**config.mk**
```make
export PLATFORM = sky130hd
export DESIGN_NAME = mgio_port
export DESIGN_NICKNAME = d
export VERILOG_FILES = /design/src/mgio_pkg.sv /design/src/mgio_port.sv /design/src/mgio_sync.sv
export SDC_FILE = /design/constraint.sdc
export NUM_CORES = 1
export LEC_CHECK = 0
export ABC_CLOCK_PERIOD_IN_PS = 2350
export BUFFER_PORTS_ARGS = -buffer_cell sky130_fd_sc_hd__buf_2
export CAP_MARGIN = 20
export CORE_AREA = 2 2 126 128
export CTS_CLUSTER_DIAMETER = 150
export CTS_CLUSTER_SIZE = 14
export DETAILED_ROUTE_END_ITERATION = 12
export DIE_AREA = 0 0 128 130
export MAX_ROUTING_LAYER = met4
export PLACE_DENSITY_LB_ADDON = 0.25
export SLEW_MARGIN = 10
export SYNTH_ARGS = -nofsm -noshare
export SYNTH_HDL_FRONTEND = slang
export SYNTH_HIERARCHICAL = 1
export SYNTH_SLANG_ARGS = --single-unit
```
**constraint.sdc**
```tcl
create_clock -name clk_i -period 2.35 [get_ports clk_i]
set_clock_uncertainty 0.05 [all_clocks]
set_input_delay 0 -clock clk_i [delete_from_list [all_inputs] [get_ports clk_i]]
set_output_delay 0 -clock clk_i [all_outputs]
set_load 0.005 [all_outputs]
```
**src/mgio_pkg.sv**
```systemverilog
package mgio_pkg;

    // Pin count across the three eight-bit groups
    localparam int unsigned MGIO_PINS = 24;
    localparam int unsigned MGIO_GRP_W = 8;
    localparam int unsigned MGIO_SEL_W = 3;
    localparam int unsigned MGIO_SLOTS = 12;
    localparam int unsigned MGIO_SEG_W = 5;

    // Special-function register addresses
    localparam logic [7:0] MGIO_ADDR_DATA0 = 8'h80;
    localparam logic [7:0] MGIO_ADDR_DATA1 = 8'h90;
    localparam logic [7:0] MGIO_ADDR_DIR1 = 8'h91;
    localparam logic [7:0] MGIO_ADDR_DATA2 = 8'ha0;
    localparam logic [7:0] MGIO_ADDR_DIR2 = 8'ha1;
    localparam logic [7:0] MGIO_ADDR_DIR0 = 8'ha2;

    // Resource selector bytes in I/O RAM
    localparam logic [15:0] MGIO_SEL_BASE = 16'h2009;
    localparam logic [15:0] MGIO_SEL_LAST = 16'h200e;
    localparam int unsigned MGIO_SEL_LO = 0;
    localparam int unsigned MGIO_SEL_HI = 4;

    // Reset values
    localparam logic [23:0] MGIO_DIR_RST = 24'h00_0000;
    localparam logic [23:0] MGIO_DATA_RST = 24'h00_0000;
    localparam logic [2:0] MGIO_SEL_RST = 3'h0;

    // Implemented pins: push-button 0, pins 1,2,4..11,14..17
    localparam logic [23:0] MGIO_PIN_MASK = 24'h03_cff7;
    // Pins with a direction bit (push-button excluded)
    localparam logic [23:0] MGIO_DIR_MASK = 24'h03_cff6;
    // Dual-use segment pins 4..11 and 14..17
    localparam logic [23:0] MGIO_DUAL_MASK = 24'h03_cff0;

    // Special pin indices
    localparam int unsigned MGIO_PIN_PB = 0;
    localparam int unsigned MGIO_PIN_ORX = 1;
    localparam int unsigned MGIO_PIN_OTX = 2;
    localparam int unsigned MGIO_PIN_SCK = 4;
    localparam int unsigned MGIO_PIN_SDA = 5;
    localparam int unsigned MGIO_PIN_PULSE = 6;

    // Resource selector codes
    localparam logic [2:0] MGIO_RES_NONE = 3'h0;
    localparam logic [2:0] MGIO_RES_RSVD = 3'h1;
    localparam logic [2:0] MGIO_RES_CNT0 = 3'h2;
    localparam logic [2:0] MGIO_RES_CNT1 = 3'h3;
    localparam logic [2:0] MGIO_RES_HI_RISE = 3'h4;
    localparam logic [2:0] MGIO_RES_LO_RISE = 3'h5;
    localparam logic [2:0] MGIO_RES_HI_FALL = 3'h6;
    localparam logic [2:0] MGIO_RES_LO_FALL = 3'h7;

endpackage : mgio_pkg

```
**src/mgio_port.sv**
```systemverilog
`timescale 1ns/1ps
// Behaviour
// - Reset leaves every pin an input, except pins 2, 4, 5 when owned by alternate functions
// - Direction bit 0 input, 1 output
// - Three-bit resource selector per routable pin
// - Codes 0 none, 1 reserved, 2/3 counters
// - Codes 4-7 pick interrupt and edge
// - Pins sharing a resource are ORed
// - Routing samples pin even when output
// - Routing only push-button and pins 1-11
// - Data groups at 0x80, 0x90, 0xA0
// - Direction groups at 0xA2, 0x91, 0xA1
// - Segment count picks segment or general pins
// - Pin 6 carries energy pulse when selected and its direction bit is 1
// - Pins 4/5 serve serial memory link
// - Push-button is input only
// - Optical pins reusable as pins 2, 1
module mgio_port
    import mgio_pkg::*;
(
    input wire logic clk_i,
    input wire logic arst_n_i,
    // Special-function register port
    input wire logic [7:0] sfr_addr_i,
    input wire logic sfr_wr_i,
    input wire logic sfr_rd_i,
    input wire logic [7:0] sfr_wdata_i,
    output logic [7:0] sfr_rdata_o,
    // I/O RAM port for the resource selectors
    input wire logic [15:0] ioram_addr_i,
    input wire logic ioram_wr_i,
    input wire logic ioram_rd_i,
    input wire logic [7:0] ioram_wdata_i,
    output logic [7:0] ioram_rdata_o,
    // Pin-sharing configuration
    input wire logic [4:0] segment_count_setting_i,
    input wire logic pulse_output_select_i,
    input wire logic eeprom_select_i,
    input wire logic optical_tx_gpio_i,
    input wire logic optical_rx_gpio_i,
    // Alternate functions
    input wire logic energy_pulse_output_i,
    input wire logic optical_uart_tx_i,
    output logic optical_uart_rx_o,
    input wire logic eeprom_sck_i,
    input wire logic eeprom_sda_out_i,
    input wire logic eeprom_sda_oe_i,
    output logic eeprom_sda_in_o,
    // Pads
    input wire logic [23:0] pin_in_i,
    output logic [23:0] pin_out_o,
    output logic [23:0] pin_oe_o,
    output logic [23:0] pin_segment_o,
    // Internal resources
    output logic counter_zero_clock_o,
    output logic counter_one_clock_o,
    output logic high_priority_pin_irq_o,
    output logic low_priority_pin_irq_o
);

    ////////////////////////////////////////////////////////////////////////////
    // Helpers

    // Selector equals one resource code
    function automatic logic sel_is(input logic [2:0] sel, input logic [2:0] code);
        sel_is = (sel == code);
    endfunction : sel_is

    // Dual-use pins in order 4..11,14..17 become segments below the count
    function automatic logic [23:0] seg_mask(input logic [4:0] cnt);
        logic [23:0] m;
        logic [4:0] k;
        m = '0;
        k = '0;
        for (int p = 0; p < MGIO_PINS; p++) begin
            if (MGIO_DUAL_MASK[p]) begin
                m[p] = (k < cnt);
                k = k + 5'h1;
            end
        end
        seg_mask = m;
    endfunction : seg_mask

    ////////////////////////////////////////////////////////////////////////////
    // State
    logic [23:0] dir_r;
    logic [23:0] data_r;
    logic [2:0] sel_r [MGIO_SLOTS];
    logic [23:0] pin_sync;
    logic [23:0] pin_rise;
    logic [23:0] pin_fall;
    logic [23:0] gpio_en;
    logic [23:0] seg_en;
    logic [MGIO_SLOTS-1:0] hit_cnt0;
    logic [MGIO_SLOTS-1:0] hit_cnt1;
    logic [MGIO_SLOTS-1:0] hit_hi;
    logic [MGIO_SLOTS-1:0] hit_lo;
    logic sel_wr_hit;
    logic [15:0] sel_off;

    ////////////////////////////////////////////////////////////////////////////
    // Pad synchroniser, sampled regardless of direction
    mgio_sync #(
        .W(MGIO_PINS)
    ) u_sync (
        .clk_i(clk_i),
        .arst_n_i(arst_n_i),
        .d_i(pin_in_i),
        .q_o(pin_sync),
        .rise_o(pin_rise),
        .fall_o(pin_fall)
    );

    ////////////////////////////////////////////////////////////////////////////
    // Direction registers; push-button bit has none
    always_ff @(posedge clk_i or negedge arst_n_i) begin
        if (!arst_n_i) begin
            dir_r <= MGIO_DIR_RST;
        end else if (sfr_wr_i) begin
            case (sfr_addr_i)
                MGIO_ADDR_DIR0: dir_r[7:0] <= sfr_wdata_i & MGIO_DIR_MASK[7:0];
                MGIO_ADDR_DIR1: dir_r[15:8] <= sfr_wdata_i & MGIO_DIR_MASK[15:8];
                MGIO_ADDR_DIR2: dir_r[23:16] <= sfr_wdata_i & MGIO_DIR_MASK[23:16];
                default: dir_r <= dir_r;
            endcase
        end
    end

    ////////////////////////////////////////////////////////////////////////////
    // Output data latches
    always_ff @(posedge clk_i or negedge arst_n_i) begin
        if (!arst_n_i) begin
            data_r <= MGIO_DATA_RST;
        end else if (sfr_wr_i) begin
            case (sfr_addr_i)
                MGIO_ADDR_DATA0: data_r[7:0] <= sfr_wdata_i & MGIO_DIR_MASK[7:0];
                MGIO_ADDR_DATA1: data_r[15:8] <= sfr_wdata_i & MGIO_DIR_MASK[15:8];
                MGIO_ADDR_DATA2: data_r[23:16] <= sfr_wdata_i & MGIO_DIR_MASK[23:16];
                default: data_r <= data_r;
            endcase
        end
    end

    ////////////////////////////////////////////////////////////////////////////
    // Register read: outputs show latch, inputs show synchronised pad
    logic [23:0] rd_view;
    assign rd_view = ((dir_r & data_r) | (~dir_r & pin_sync)) & MGIO_PIN_MASK;

    always_ff @(posedge clk_i or negedge arst_n_i) begin
        if (!arst_n_i) begin
            sfr_rdata_o <= 8'h00;
        end else if (sfr_rd_i) begin
            case (sfr_addr_i)
                MGIO_ADDR_DATA0: sfr_rdata_o <= rd_view[7:0];
                MGIO_ADDR_DATA1: sfr_rdata_o <= rd_view[15:8];
                MGIO_ADDR_DATA2: sfr_rdata_o <= rd_view[23:16];
                MGIO_ADDR_DIR0: sfr_rdata_o <= dir_r[7:0];
                MGIO_ADDR_DIR1: sfr_rdata_o <= dir_r[15:8];
                MGIO_ADDR_DIR2: sfr_rdata_o <= dir_r[23:16];
                default: sfr_rdata_o <= 8'h00;
            endcase
        end
    end

    ////////////////////////////////////////////////////////////////////////////
    // Resource selectors: two per I/O RAM byte, low nibble first
    assign sel_off = ioram_addr_i - MGIO_SEL_BASE;
    assign sel_wr_hit = (ioram_addr_i >= MGIO_SEL_BASE) && (ioram_addr_i <= MGIO_SEL_LAST);

    generate
        for (genvar s = 0; s < MGIO_SLOTS; s++) begin : g_sel
            localparam logic [15:0] BYTE_OFF = 16'(s / 2);
            localparam int unsigned LSB = (s % 2 == 0) ? MGIO_SEL_LO : MGIO_SEL_HI;
            always_ff @(posedge clk_i or negedge arst_n_i) begin
                if (!arst_n_i) begin
                    sel_r[s] <= MGIO_SEL_RST;
                end else if (ioram_wr_i && sel_wr_hit && sel_off == BYTE_OFF) begin
                    sel_r[s] <= ioram_wdata_i[LSB +: MGIO_SEL_W];
                end
            end
        end
    endgenerate

    // Selector read-back, unused bits zero
    always_ff @(posedge clk_i or negedge arst_n_i) begin
        if (!arst_n_i) begin
            ioram_rdata_o <= 8'h00;
        end else if (ioram_rd_i) begin
            ioram_rdata_o <= 8'h00;
            for (int b = 0; b < MGIO_SLOTS / 2; b++) begin
                if (sel_wr_hit && sel_off == 16'(b)) begin
                    ioram_rdata_o <= {1'b0, sel_r[2 * b + 1], 1'b0, sel_r[2 * b]};
                end
            end
        end
    end

    ////////////////////////////////////////////////////////////////////////////
    // Pin role: segment driver or general pin
    assign seg_en = seg_mask(segment_count_setting_i) & MGIO_DUAL_MASK;
    assign gpio_en = MGIO_PIN_MASK & ~seg_en;

    ////////////////////////////////////////////////////////////////////////////
    // Per-slot resource hits; slot index equals pin index, slot 3 unused pin
    generate
        for (genvar s = 0; s < MGIO_SLOTS; s++) begin : g_route
            logic live;
            assign live = gpio_en[s];
            assign hit_cnt0[s] = live && sel_is(sel_r[s], MGIO_RES_CNT0) && pin_sync[s];
            assign hit_cnt1[s] = live && sel_is(sel_r[s], MGIO_RES_CNT1) && pin_sync[s];
            assign hit_hi[s] = live && ((sel_is(sel_r[s], MGIO_RES_HI_RISE) && pin_rise[s])
                || (sel_is(sel_r[s], MGIO_RES_HI_FALL) && pin_fall[s]));
            assign hit_lo[s] = live && ((sel_is(sel_r[s], MGIO_RES_LO_RISE) && pin_rise[s])
                || (sel_is(sel_r[s], MGIO_RES_LO_FALL) && pin_fall[s]));
        end
    endgenerate

    ////////////////////////////////////////////////////////////////////////////
    // Combined resource outputs
    always_ff @(posedge clk_i or negedge arst_n_i) begin
        if (!arst_n_i) begin
            counter_zero_clock_o <= 1'b0;
            counter_one_clock_o <= 1'b0;
            high_priority_pin_irq_o <= 1'b0;
            low_priority_pin_irq_o <= 1'b0;
        end else begin
            counter_zero_clock_o <= |hit_cnt0;
            counter_one_clock_o <= |hit_cnt1;
            high_priority_pin_irq_o <= |hit_hi;
            low_priority_pin_irq_o <= |hit_lo;
        end
    end

    ////////////////////////////////////////////////////////////////////////////
    // Pad drive with alternate functions
    logic [23:0] out_nxt;
    logic [23:0] oe_nxt;

    always_comb begin
        out_nxt = data_r;
        oe_nxt = dir_r & gpio_en;
        // Optical transmit owns pin 2 unless released
        if (!optical_tx_gpio_i) begin
            out_nxt[MGIO_PIN_OTX] = optical_uart_tx_i;
            oe_nxt[MGIO_PIN_OTX] = 1'b1;
        end
        // Optical receive owns pin 1 unless released
        if (!optical_rx_gpio_i) begin
            oe_nxt[MGIO_PIN_ORX] = 1'b0;
        end
        // Energy pulse replaces pin 6 data
        if (dir_r[MGIO_PIN_PULSE] && pulse_output_select_i) begin
            out_nxt[MGIO_PIN_PULSE] = energy_pulse_output_i;
        end
        // Serial memory link on pins 4 and 5
        if (eeprom_select_i) begin
            out_nxt[MGIO_PIN_SCK] = eeprom_sck_i;
            oe_nxt[MGIO_PIN_SCK] = gpio_en[MGIO_PIN_SCK];
            out_nxt[MGIO_PIN_SDA] = eeprom_sda_out_i;
            oe_nxt[MGIO_PIN_SDA] = eeprom_sda_oe_i && gpio_en[MGIO_PIN_SDA];
        end
        // Segment pins are never driven here
        oe_nxt = oe_nxt & ~seg_en;
        out_nxt = out_nxt & MGIO_PIN_MASK;
    end

    always_ff @(posedge clk_i or negedge arst_n_i) begin
        if (!arst_n_i) begin
            pin_out_o <= '0;
            pin_oe_o <= '0;
            pin_segment_o <= '0;
        end else begin
            pin_out_o <= out_nxt;
            pin_oe_o <= oe_nxt & MGIO_DIR_MASK;
            pin_segment_o <= seg_en;
        end
    end

    ////////////////////////////////////////////////////////////////////////////
    // Received levels for alternate-function users
    always_ff @(posedge clk_i or negedge arst_n_i) begin
        if (!arst_n_i) begin
            optical_uart_rx_o <= 1'b0;
            eeprom_sda_in_o <= 1'b0;
        end else begin
            optical_uart_rx_o <= pin_sync[MGIO_PIN_ORX];
            eeprom_sda_in_o <= pin_sync[MGIO_PIN_SDA];
        end
    end

endmodule : mgio_port

```
**src/mgio_sync.sv**
```systemverilog
`timescale 1ns/1ps
// Two-flop synchroniser with a third stage for edge detection
module mgio_sync #(
    parameter int unsigned W = 8
) (
    input wire logic clk_i,
    input wire logic arst_n_i,
    input wire logic [W-1:0] d_i,
    output logic [W-1:0] q_o,
    output logic [W-1:0] rise_o,
    output logic [W-1:0] fall_o
);

    logic [W-1:0] meta_r;
    logic [W-1:0] sync_r;
    logic [W-1:0] prev_r;

    ////////////////////////////////////////////////////////////////////////////
    // Synchroniser chain; first stage read only by the second
    always_ff @(posedge clk_i or negedge arst_n_i) begin
        if (!arst_n_i) begin
            meta_r <= '0;
            sync_r <= '0;
            prev_r <= '0;
        end else begin
            meta_r <= d_i;
            sync_r <= meta_r;
            prev_r <= sync_r;
        end
    end

    ////////////////////////////////////////////////////////////////////////////
    // Level and edge outputs
    assign q_o = sync_r;
    assign rise_o = sync_r & ~prev_r;
    assign fall_o = ~sync_r & prev_r;

endmodule : mgio_sync
```
# Yosys cells after proc, flatten, opt, wreduce, memory -nomap -nowiden
# Cells that the tools add are included.
# totals
ff_bits	174
inputBits	84
output_inout_bits	94
elab_cells	307
# classes
addsub	1
magnitude_cmp	14
eq_ne	77
mux	13
bitwise	11
n_reduce_logical	159
# op_table
op	n
$eq 3x3->1 const B	44
$logic_and 1x1->1	126
$and 18x18->18	4
$eq 3x2->1 const B	22
$eq 8x8->1 const B	6
$pmux 8 s6	1
$reduce_or 11->1	4
$not 18->18	2
$eq 16x2->1 const B	2
$eq 16x3->1 const B	2
$and 12x12->12	2
$mux 8	3
$not 12->12	2
$logic_or 1x1->1	22
$mux 7	3
$lt 3x5->1 const A	4
$lt 4x5->1 const A	4
$or 18x18->18	1
$eq 16x1->1 const B	1
$ge 16x14->1 const B	1
$le 16x14->1 const B	1
$logic_not 16->1	1
$sub 16x14->16 const B	1
$reduce_and 2->1	6
other kinds (4)	10

# Longest topological paths before layout
# Gate-level depths: netlist of the first run.
# logic_depth
depth_word	9
depth_mapped	7
mapped_depth_nobuf	6

# Hierarchy
# The synthesis of the first run kept the hierarchy.
# modules_own_cells
mod	n_inst	cells_per_inst	area_each_um2
mgio_port	1	517	6027.0
mgio_sync	1	120	2222.1

# Worst setup path after synthesis of the first run
# Ideal clock, no wire load.
# synth_timing
path_type	input port to flip-flop
from	input ioram_addr_i[6]
to	register sel_r[24] in the netlist's numbering
setup_time_ns	0.128
arrival_time_ns	1.624
setup_slack_ns	0.549
cell_stages	4
path_cell_list	or4_4 > or3b_4 > nor3_4 > mux2_1
# synth_via
elab_chain_cells	4
elab_cells_between_ends	7
# synth_rtl
element	line	source
start: declaration	mgio_port.sv:30	input wire logic [15:0] ioram_addr_i,
branches (longest 3 deep; another with $sub 16x14->16)	--	
$logic_and 1x1->1 (*)	mgio_port.sv:177	end else if (ioram_wr_i && sel_wr_hit && sel_off == BYTE_OFF) begin
end signal: indexed assignment	mgio_port.sv:178	sel_r[s] <= ioram_wdata_i[LSB +: MGIO_SEL_W];
end: declaration	mgio_port.sv:88	logic [2:0] sel_r [MGIO_SLOTS];
# Every way passes the cells marked *.
# A chain may end at the register's enable or synchronous reset.

# Final worst setup path of the first run
# layout_timing
from	input ioram_addr_i[12]
to	register ioram_rdata_o[5]
# layout_via
elab_chain_cells	9
elab_cells_between_ends	22
# layout_rtl
element	line	source
$sub 16x14->16, or another cell as far along	mgio_port.sv:167	assign sel_off = ioram_addr_i - MGIO_SEL_BASE;
$logic_not 16->1 / $logic_and 1x1->1 (equally long branches)	mgio_port.sv:191, mgio_port.sv:168	
$logic_and 1x1->1	mgio_port.sv:191	if (sel_wr_hit && sel_off == 16'(b)) begin
$mux 7 (3 in series)	mgio_port.sv:191	
$mux 8 (2 in series)	mgio_port.sv:191	
$mux 8 (*)	mgio_port.sv:191	
end signal: assignment	mgio_port.sv:192	ioram_rdata_o <= {1'b0, sel_r[2 * b + 1], 1'b0, sel_r[2 * b]};
end: declaration	mgio_port.sv:34	output logic [7:0] ioram_rdata_o,
# Every way passes the cells marked *; elsewhere a longest branch is shown, timed or not.

==> results of run 1 <==
## layer usage
| metal | wire (µm) | global-route usage [%] | vias to the layer above |
|---|---|---|---|
| met5 | 0 | - | - |
| met4 | 656 | 11.5 | 0 |
| met3 | 841 | 4.06 | 43 |
| met2 | 9030 | 39.1 | 195 |
| met1 | 7810 | 29.4 | 2638 |
| li1 | - | - | 2461 |
## final timing paths
path,slack [ns],startpoint,cells after the start,end
setup / recovery,0.17,ioram_addr_i[12],7,ioram_rdata_o[5]
hold / removal,0.006,ioram_addr_i[2],4,ioram_rdata_o[0]
setup reg to reg,0.43,u_sync/q_o[7],5,low_priority_pin_irq_o
hold reg to reg,0.30,u_sync/meta_r[15],0,u_sync/q_o[15]
max in group asynchronous,1.47,arst_n_i,3,pin_segment_o[6]
min in group asynchronous,0.04,arst_n_i,2,sel_r[31]
## layout make-up
class,count,area (µm²)
multi-input cells,387,2890
well taps,192,240
repair buffers,199,1320
flip-flops and latches,165,4130
clock inverters,13,130
fillers,1245,6210
inverters,17,63.8
clock buffers,19,443
## state kept, by name (all words and copies together), names as in the netlist, 6 cells and up
signal	cells
sel_r	36
u_sync/meta_r	15
u_sync/q_o	15
data_r	14
dir_r	14
pin_oe_o	14
pin_out_o	14
pin_segment_o	12
u_sync/prev_r	11
sfr_rdata_o	8
ioram_rdata_o	6
## per-stage QoR
stage | hold slack (ns) | util [%] | instances
after global placement | -0.0681 | 52.4 | 905
final | 0.00617 | 59.8 | 992
after detailed placement | -0.0603 | 52.4 | 905
after CTS | 0.00320 | 59.7 | 992
after global routing | 0.0169 | 59.8 | 992
after floorplan | -0.346 | - | 613
## worst max-delay path: stages
cell           delay (ns)
dlygate4sd3_1        0.54
buf_2                0.12
nor4b_2              0.24
dlygate4sd3_1        0.60
nand3_1              0.19
dlygate4sd3_1        0.62
o21ai_0              0.16
## power groups by stage
stage / logic, mW / clock network [mW] / registers [mW]
after floorplan: 0.203 / 0 / 3.03
after global placement: 0.383 / 0 / 3.04
after detailed placement: 0.393 / 0 / 3.05
after CTS: 0.464 / 2.74 / 2.99
after global routing: 0.521 / 2.86 / 3.00
final: 0.465 / 2.69 / 2.99
## cells in the final DEF, fill, tap and decap left out, types with 3 or more instances in the layout
| cell type | instances |
|---|---|
| o32ai_1 | 5 |
| mux2_1 | 15 |
| nand4b_1 | 5 |
| dfrtp_1 | 165 |
| inv_1 | 17 |
| a221o_1 | 3 |
| o21ai_0 | 19 |
| mux2_2 | 72 |
| inv_6 | 5 |
| o2bb2ai_1 | 3 |
| a31oi_1 | 4 |
| and3_1 | 4 |
| a21oi_1 | 9 |
| nand3b_1 | 5 |
| nor2_1 | 26 |
| nor4_1 | 6 |
| a221oi_1 | 3 |
| a22o_1 | 7 |
| a22oi_1 | 6 |
| nand2_1 | 28 |
| buf_2 | 131 |
| nand2b_1 | 9 |
| nand4_1 | 3 |
| nand3_1 | 15 |
| nor3_1 | 14 |
| o22ai_1 | 7 |
| dlygate4sd3_1 | 55 |
| buf_4 | 11 |
| nor3_4 | 4 |
| clkbuf_16 | 17 |
| a21o_1 | 4 |
| and2b_2 | 22 |
| inv_8 | 4 |
| conb_1 | 34 |
| mux2i_1 | 11 |
| and2_1 | 7 |
## repair_timing
| item | 4_1_cts | 5_1_grt |
|---|---|---|
| endpoints found under the hold margin | 280 | 0 |
| hold buffers | 55 | 0 |
| resized for setup | 0 | 1 |
| endpoints found under the setup margin | 0 | 2 |
==> results.sh, run 1 <==
export IMPL_outcome="finished clean"
export IMPL_clkSlewWorstSetupHoldPaths_ns=0.07
export IMPL_drv_cap=0
export IMPL_drive_gt1_share_pct=35.6
export IMPL_crit_required_ns=2.65
export IMPL_clockBufferDepth=2
export IMPL_vdd_ir_drop_max_mv=0.646
export IMPL_combPwrFrac_pct=7.6
export IMPL_antenna_found_initial=0
export IMPL_grt_max_degree=53
export IMPL_period_share_pct=92.7
export IMPL_critPathCaptureType="flip-flop"
export IMPL_crit_type="in2reg"
export IMPL_cts_sinks=165
export IMPL_cp_data_arrival_time_ns=2.48
export IMPL_placed_cell_area_mm2=0.00809
export IMPL_slew_limit_headroom_pct=60.4
export IMPL_hp_class="in2reg"
export IMPL_drtIter0Drc=330
export IMPL_syn_area_mm2=0.00725
export IMPL_p_leak_nw=4.45
export IMPL_total_power_mw=6.15
export IMPL_internal_power_mw=4.59
export IMPL_fmax_mhz=459
export IMPL_dieArea_mm2=0.0166
export IMPL_hold_viol_final=0
export IMPL_finalSetupViolCount=0
export IMPL_grt_pass1_wl_um=29100
export IMPL_hpwl_um=13100
export IMPL_clk_latency_ns=0.44
export IMPL_area_growth_pct=27.2
export IMPL_start_util_pct=47.0
export IMPL_nets=871
export IMPL_period_minus_slack_ns=2.18
export IMPL_core_mm2=0.0154
export IMPL_drc=0
export IMPL_dr_pass1_iters=5
export IMPL_crit_fanout=7
export IMPL_grt_use_total_pct=24.0
export IMPL_routed_wirelength_um=18300
export IMPL_tightest_slew_ns=0.589
export IMPL_cts_root_buf="clkbuf_16"
export IMPL_rows=46
export IMPL_switching_power_mw=1.55
export IMPL_syn_inst=580
export IMPL_ant_nets=0
export IMPL_die_x_um=128
export IMPL_p_seq_share_pct=48.7
export IMPL_power_density_mw_per_mm2=667
export IMPL_place_congestion=0.900
export IMPL_diodes=0
export IMPL_io_pins=178
export IMPL_synth_avg_cell_area_um2=12.5
export IMPL_clockPowerShare_pct=43.7
export IMPL_die_h_um=130
export IMPL_final_area_mm2=0.00922
export IMPL_numCtsBuffers=17
export IMPL_portBuffers=132
export IMPL_htree_levels=4
export IMPL_place_worst_setup_slack_ns=0.265
export IMPL_vias=5337
export IMPL_drt_vias_per_instance=5.38
export IMPL_yosys_warnings=6
export IMPL_cp_start_kind="primary input"
export IMPL_tns_ns=0
export IMPL_cts_tree="done"
export IMPL_rsz0062_at_grt="no"
export IMPL_grt_pass1_vias=5553
export IMPL_drv_slew=0
export IMPL_swShare_pct=25.3
export IMPL_drt_wirelength_per_cell_um=18.5
export IMPL_grt_overflow=0
export IMPL_post_cts_buffers=0
export IMPL_worst_slack_ns=0.171
Power figures use the tool's default switching activity.
==> inputs of run 2 (changes only) <==
- ABC_AREA: default -> 1
- CORE_AREA: 2 2 126 128 -> 2 2 176 178
- DIE_AREA: 0 0 128 130 -> 0 0 178 180
- SYNTH_HIERARCHICAL: 1 -> default
==> run 2 against run 1 <==
Synthesized area rose by 2.1%. Global-route usage fell by 10 points. Hold slack improved by 0.012 ns. Critical path depth rose by 5. Combinational power rose by 4.3%. Utilization fell by 28 points. Sequential cell count fell by 2. Die area rose by 93%. Synthesized cell count rose by 43%. Largest power group is now clock.
==> results.sh, run 2 <==
export IMPL_rsz0062_at_grt="no"
export IMPL_clk_latency_ns=0.42
export IMPL_finalSetupViolCount=0
export IMPL_p_leak_nw=4.80
export IMPL_fmax_mhz=448
export IMPL_hold_ws_ns=0.0187
export IMPL_synth_top_area_share_pct=55.1
export IMPL_internal_power_mw=5.02
export IMPL_die_x_um=178
export IMPL_final_core_util_pct=32.0
export IMPL_place_worst_setup_slack_ns=0.614
export IMPL_grt_pass1_wl_um=33200
export IMPL_placed_cell_area_mm2=0.00840
export IMPL_slew_limit_headroom_pct=56.8
export IMPL_antenna_found_initial=1
export IMPL_crit_fanout=8
export IMPL_ant_nets=0
export IMPL_yosys_warnings=0
export IMPL_final_area_mm2=0.00965
export IMPL_drv_slew=0
export IMPL_rows=64
export IMPL_clockPowerShare_pct=47.7
export IMPL_drc=0
export IMPL_worst_slack_ns=0.120
export IMPL_hpwl_um=16200
export IMPL_syn_inst=829
export IMPL_syn_area_mm2=0.00740
export IMPL_ys_types=45
export IMPL_hold_viol_final=0
export IMPL_ys_flop_type="dfrtp_1"
export IMPL_grt_max_degree=69
export IMPL_crit_required_ns=2.64
export IMPL_cp_start_kind="primary input"
export IMPL_ys_seq_elements=163
export IMPL_stdcell_count=1438
export IMPL_dp_cells=1349
export IMPL_post_cts_buffers=0
export IMPL_diodes=0
export IMPL_r2r_cells=6
export IMPL_power_density_mw_per_mm2=683
export IMPL_grt_pass1_vias=5977
export IMPL_area_growth_pct=30.4
export IMPL_io_pins=178
export IMPL_ys_seq_area_share_pct=55.1
export IMPL_yosysMostFrequentCell="nand2_1"
export IMPL_grt_use_total_pct=14.0
export IMPL_grt_overflow=0
export IMPL_nets=1113
export IMPL_dieArea_mm2=0.0320
export IMPL_period_share_pct=94.9
export IMPL_die_h_um=180
export IMPL_clockBufferDepth=2
export IMPL_routed_wirelength_um=21200
export IMPL_start_util_pct=24.5
export IMPL_place_congestion=0.862
export IMPL_layout_commonest_cell="nand2_1"
export IMPL_tightest_slew_ns=0.649
export IMPL_switching_power_mw=1.57
export IMPL_period_minus_slack_ns=2.23
export IMPL_vdd_ir_drop_max_mv=0.397
export IMPL_vias=6046
export IMPL_synth_common_cells="nand2_1, dfrtp_1, inv_1, o21ai_0, nand3_1"
export IMPL_drt_wirelength_per_cell_um=14.7
export IMPL_hp_class="in2reg"
export IMPL_critPathCaptureType="flip-flop"
export IMPL_drtIter0Drc=460
export IMPL_largest_reg_flops=36
export IMPL_dr_pass1_iters=5
export IMPL_crit_type="in2reg"
export IMPL_drive_gt1_share_pct=21.0
export IMPL_outcome="finished clean"
export IMPL_combPwrFrac_pct=7.4
export IMPL_cts_root_buf="clkbuf_16"
export IMPL_yosysTopAreaCell="dfrtp_1"
export IMPL_cts_sinks=163
export IMPL_swShare_pct=23.8
export IMPL_portBuffers=132
export IMPL_drt_vias_per_instance=4.20
export IMPL_min_path_cells=3
export IMPL_drv_cap=0
export IMPL_top_register="sel_r"
export IMPL_p_seq_share_pct=44.9
export IMPL_total_power_mw=6.59
export IMPL_core_mm2=0.0302
export IMPL_synth_edff_count=0
export IMPL_tns_ns=0
export IMPL_async_flop_share_pct=100
export IMPL_numCtsBuffers=17
export IMPL_clkSlewWorstSetupHoldPaths_ns=0.07
export IMPL_synth_avg_cell_area_um2=8.92
export IMPL_htree_levels=4
export IMPL_cts_tree="done"
export IMPL_synthTopCellsByArea="dfrtp_1, nand2_1, inv_1"
export IMPL_cp_data_arrival_time_ns=2.52
export IMPL_most_common_layout_cells="nand2_1, dfrtp_1, buf_2"
[run 2: worst max-delay path, stage by stage]
cell	delay [ns]
dlygate4sd3_1	0.54
buf_2	0.15
nor2_4	0.17
dlygate4sd3_1	0.61
inv_2	0.08
nor2_2	0.14
inv_1	0.12
nor2_2	0.20
inv_1	0.12
nor3_2	0.16
nand3_1	0.11
nand4_1	0.11
[run 2: final cells by class]
class,instances,area [µm²]
multi-input cells,523,2610
fillers,3131,20500
flip-flops and latches,163,4080
inverters,129,489
repair buffers,195,1310
clock buffers,17,425
well taps,396,495
clock inverters,15,241
[run 2: path summary, 6_finish.rpt]
kind                                                  from                  end  slack [ns]
worst max-delay path            segment_count_setting_i[3]  counter_one_clock_o        0.12
worst min register to register           u_sync.meta_r[17]       u_sync.q_o[17]        0.30
min in group asynchronous                         arst_n_i         pin_out_o[9]        0.10
worst min-delay path                      ioram_wdata_i[5]            sel_r[25]        0.02
max in group asynchronous                         arst_n_i    u_sync.prev_r[10]        1.40
worst max register to register               u_sync.q_o[2]  counter_one_clock_o        0.76
[run 2: power by group through the flow]
stage	registers (mW)	clock network [mW]	logic (mW)
after floorplan	3.00	0	0.210
after global placement	3.01	0	0.417
after detailed placement	3.01	0	0.421
after CTS	2.96	3.24	0.494
after global routing	2.97	3.37	0.552
final	2.96	3.15	0.485
[run 2: metal layers]
| layer | global-route usage [%] | up-vias | share of wire, % |
|---|---|---|---|
| met4 | 3.97 | 0 | 1.6 |
| met3 | 2.88 | 22 | 5.3 |
| met1 | 19.1 | 2818 | 48 |
| met5 | - | - | 0 |
| li1 | - | 3019 | - |
| met2 | 20.8 | 187 | 45 |
[run 2: logic make-up (layout without fill, tap and decap cells)]
group	count (synthesis)	after routing	synth area share (%)
DFF	163	163	55.1
other	1	34	0.0507
AOI/OAI and AO/OA	136	136	10.7
and+or+nand+nor	351	351	22.3
buffers and inverters	176	356	11.4
muxes	2	2	0.304
[run 2: repair_timing]
item | in CTS | in global routing
hold endpoints to repair | 165 | 0
setup endpoints to repair | 0 | 2
hold buffers | 57 | 0
resized for setup | 0 | 3
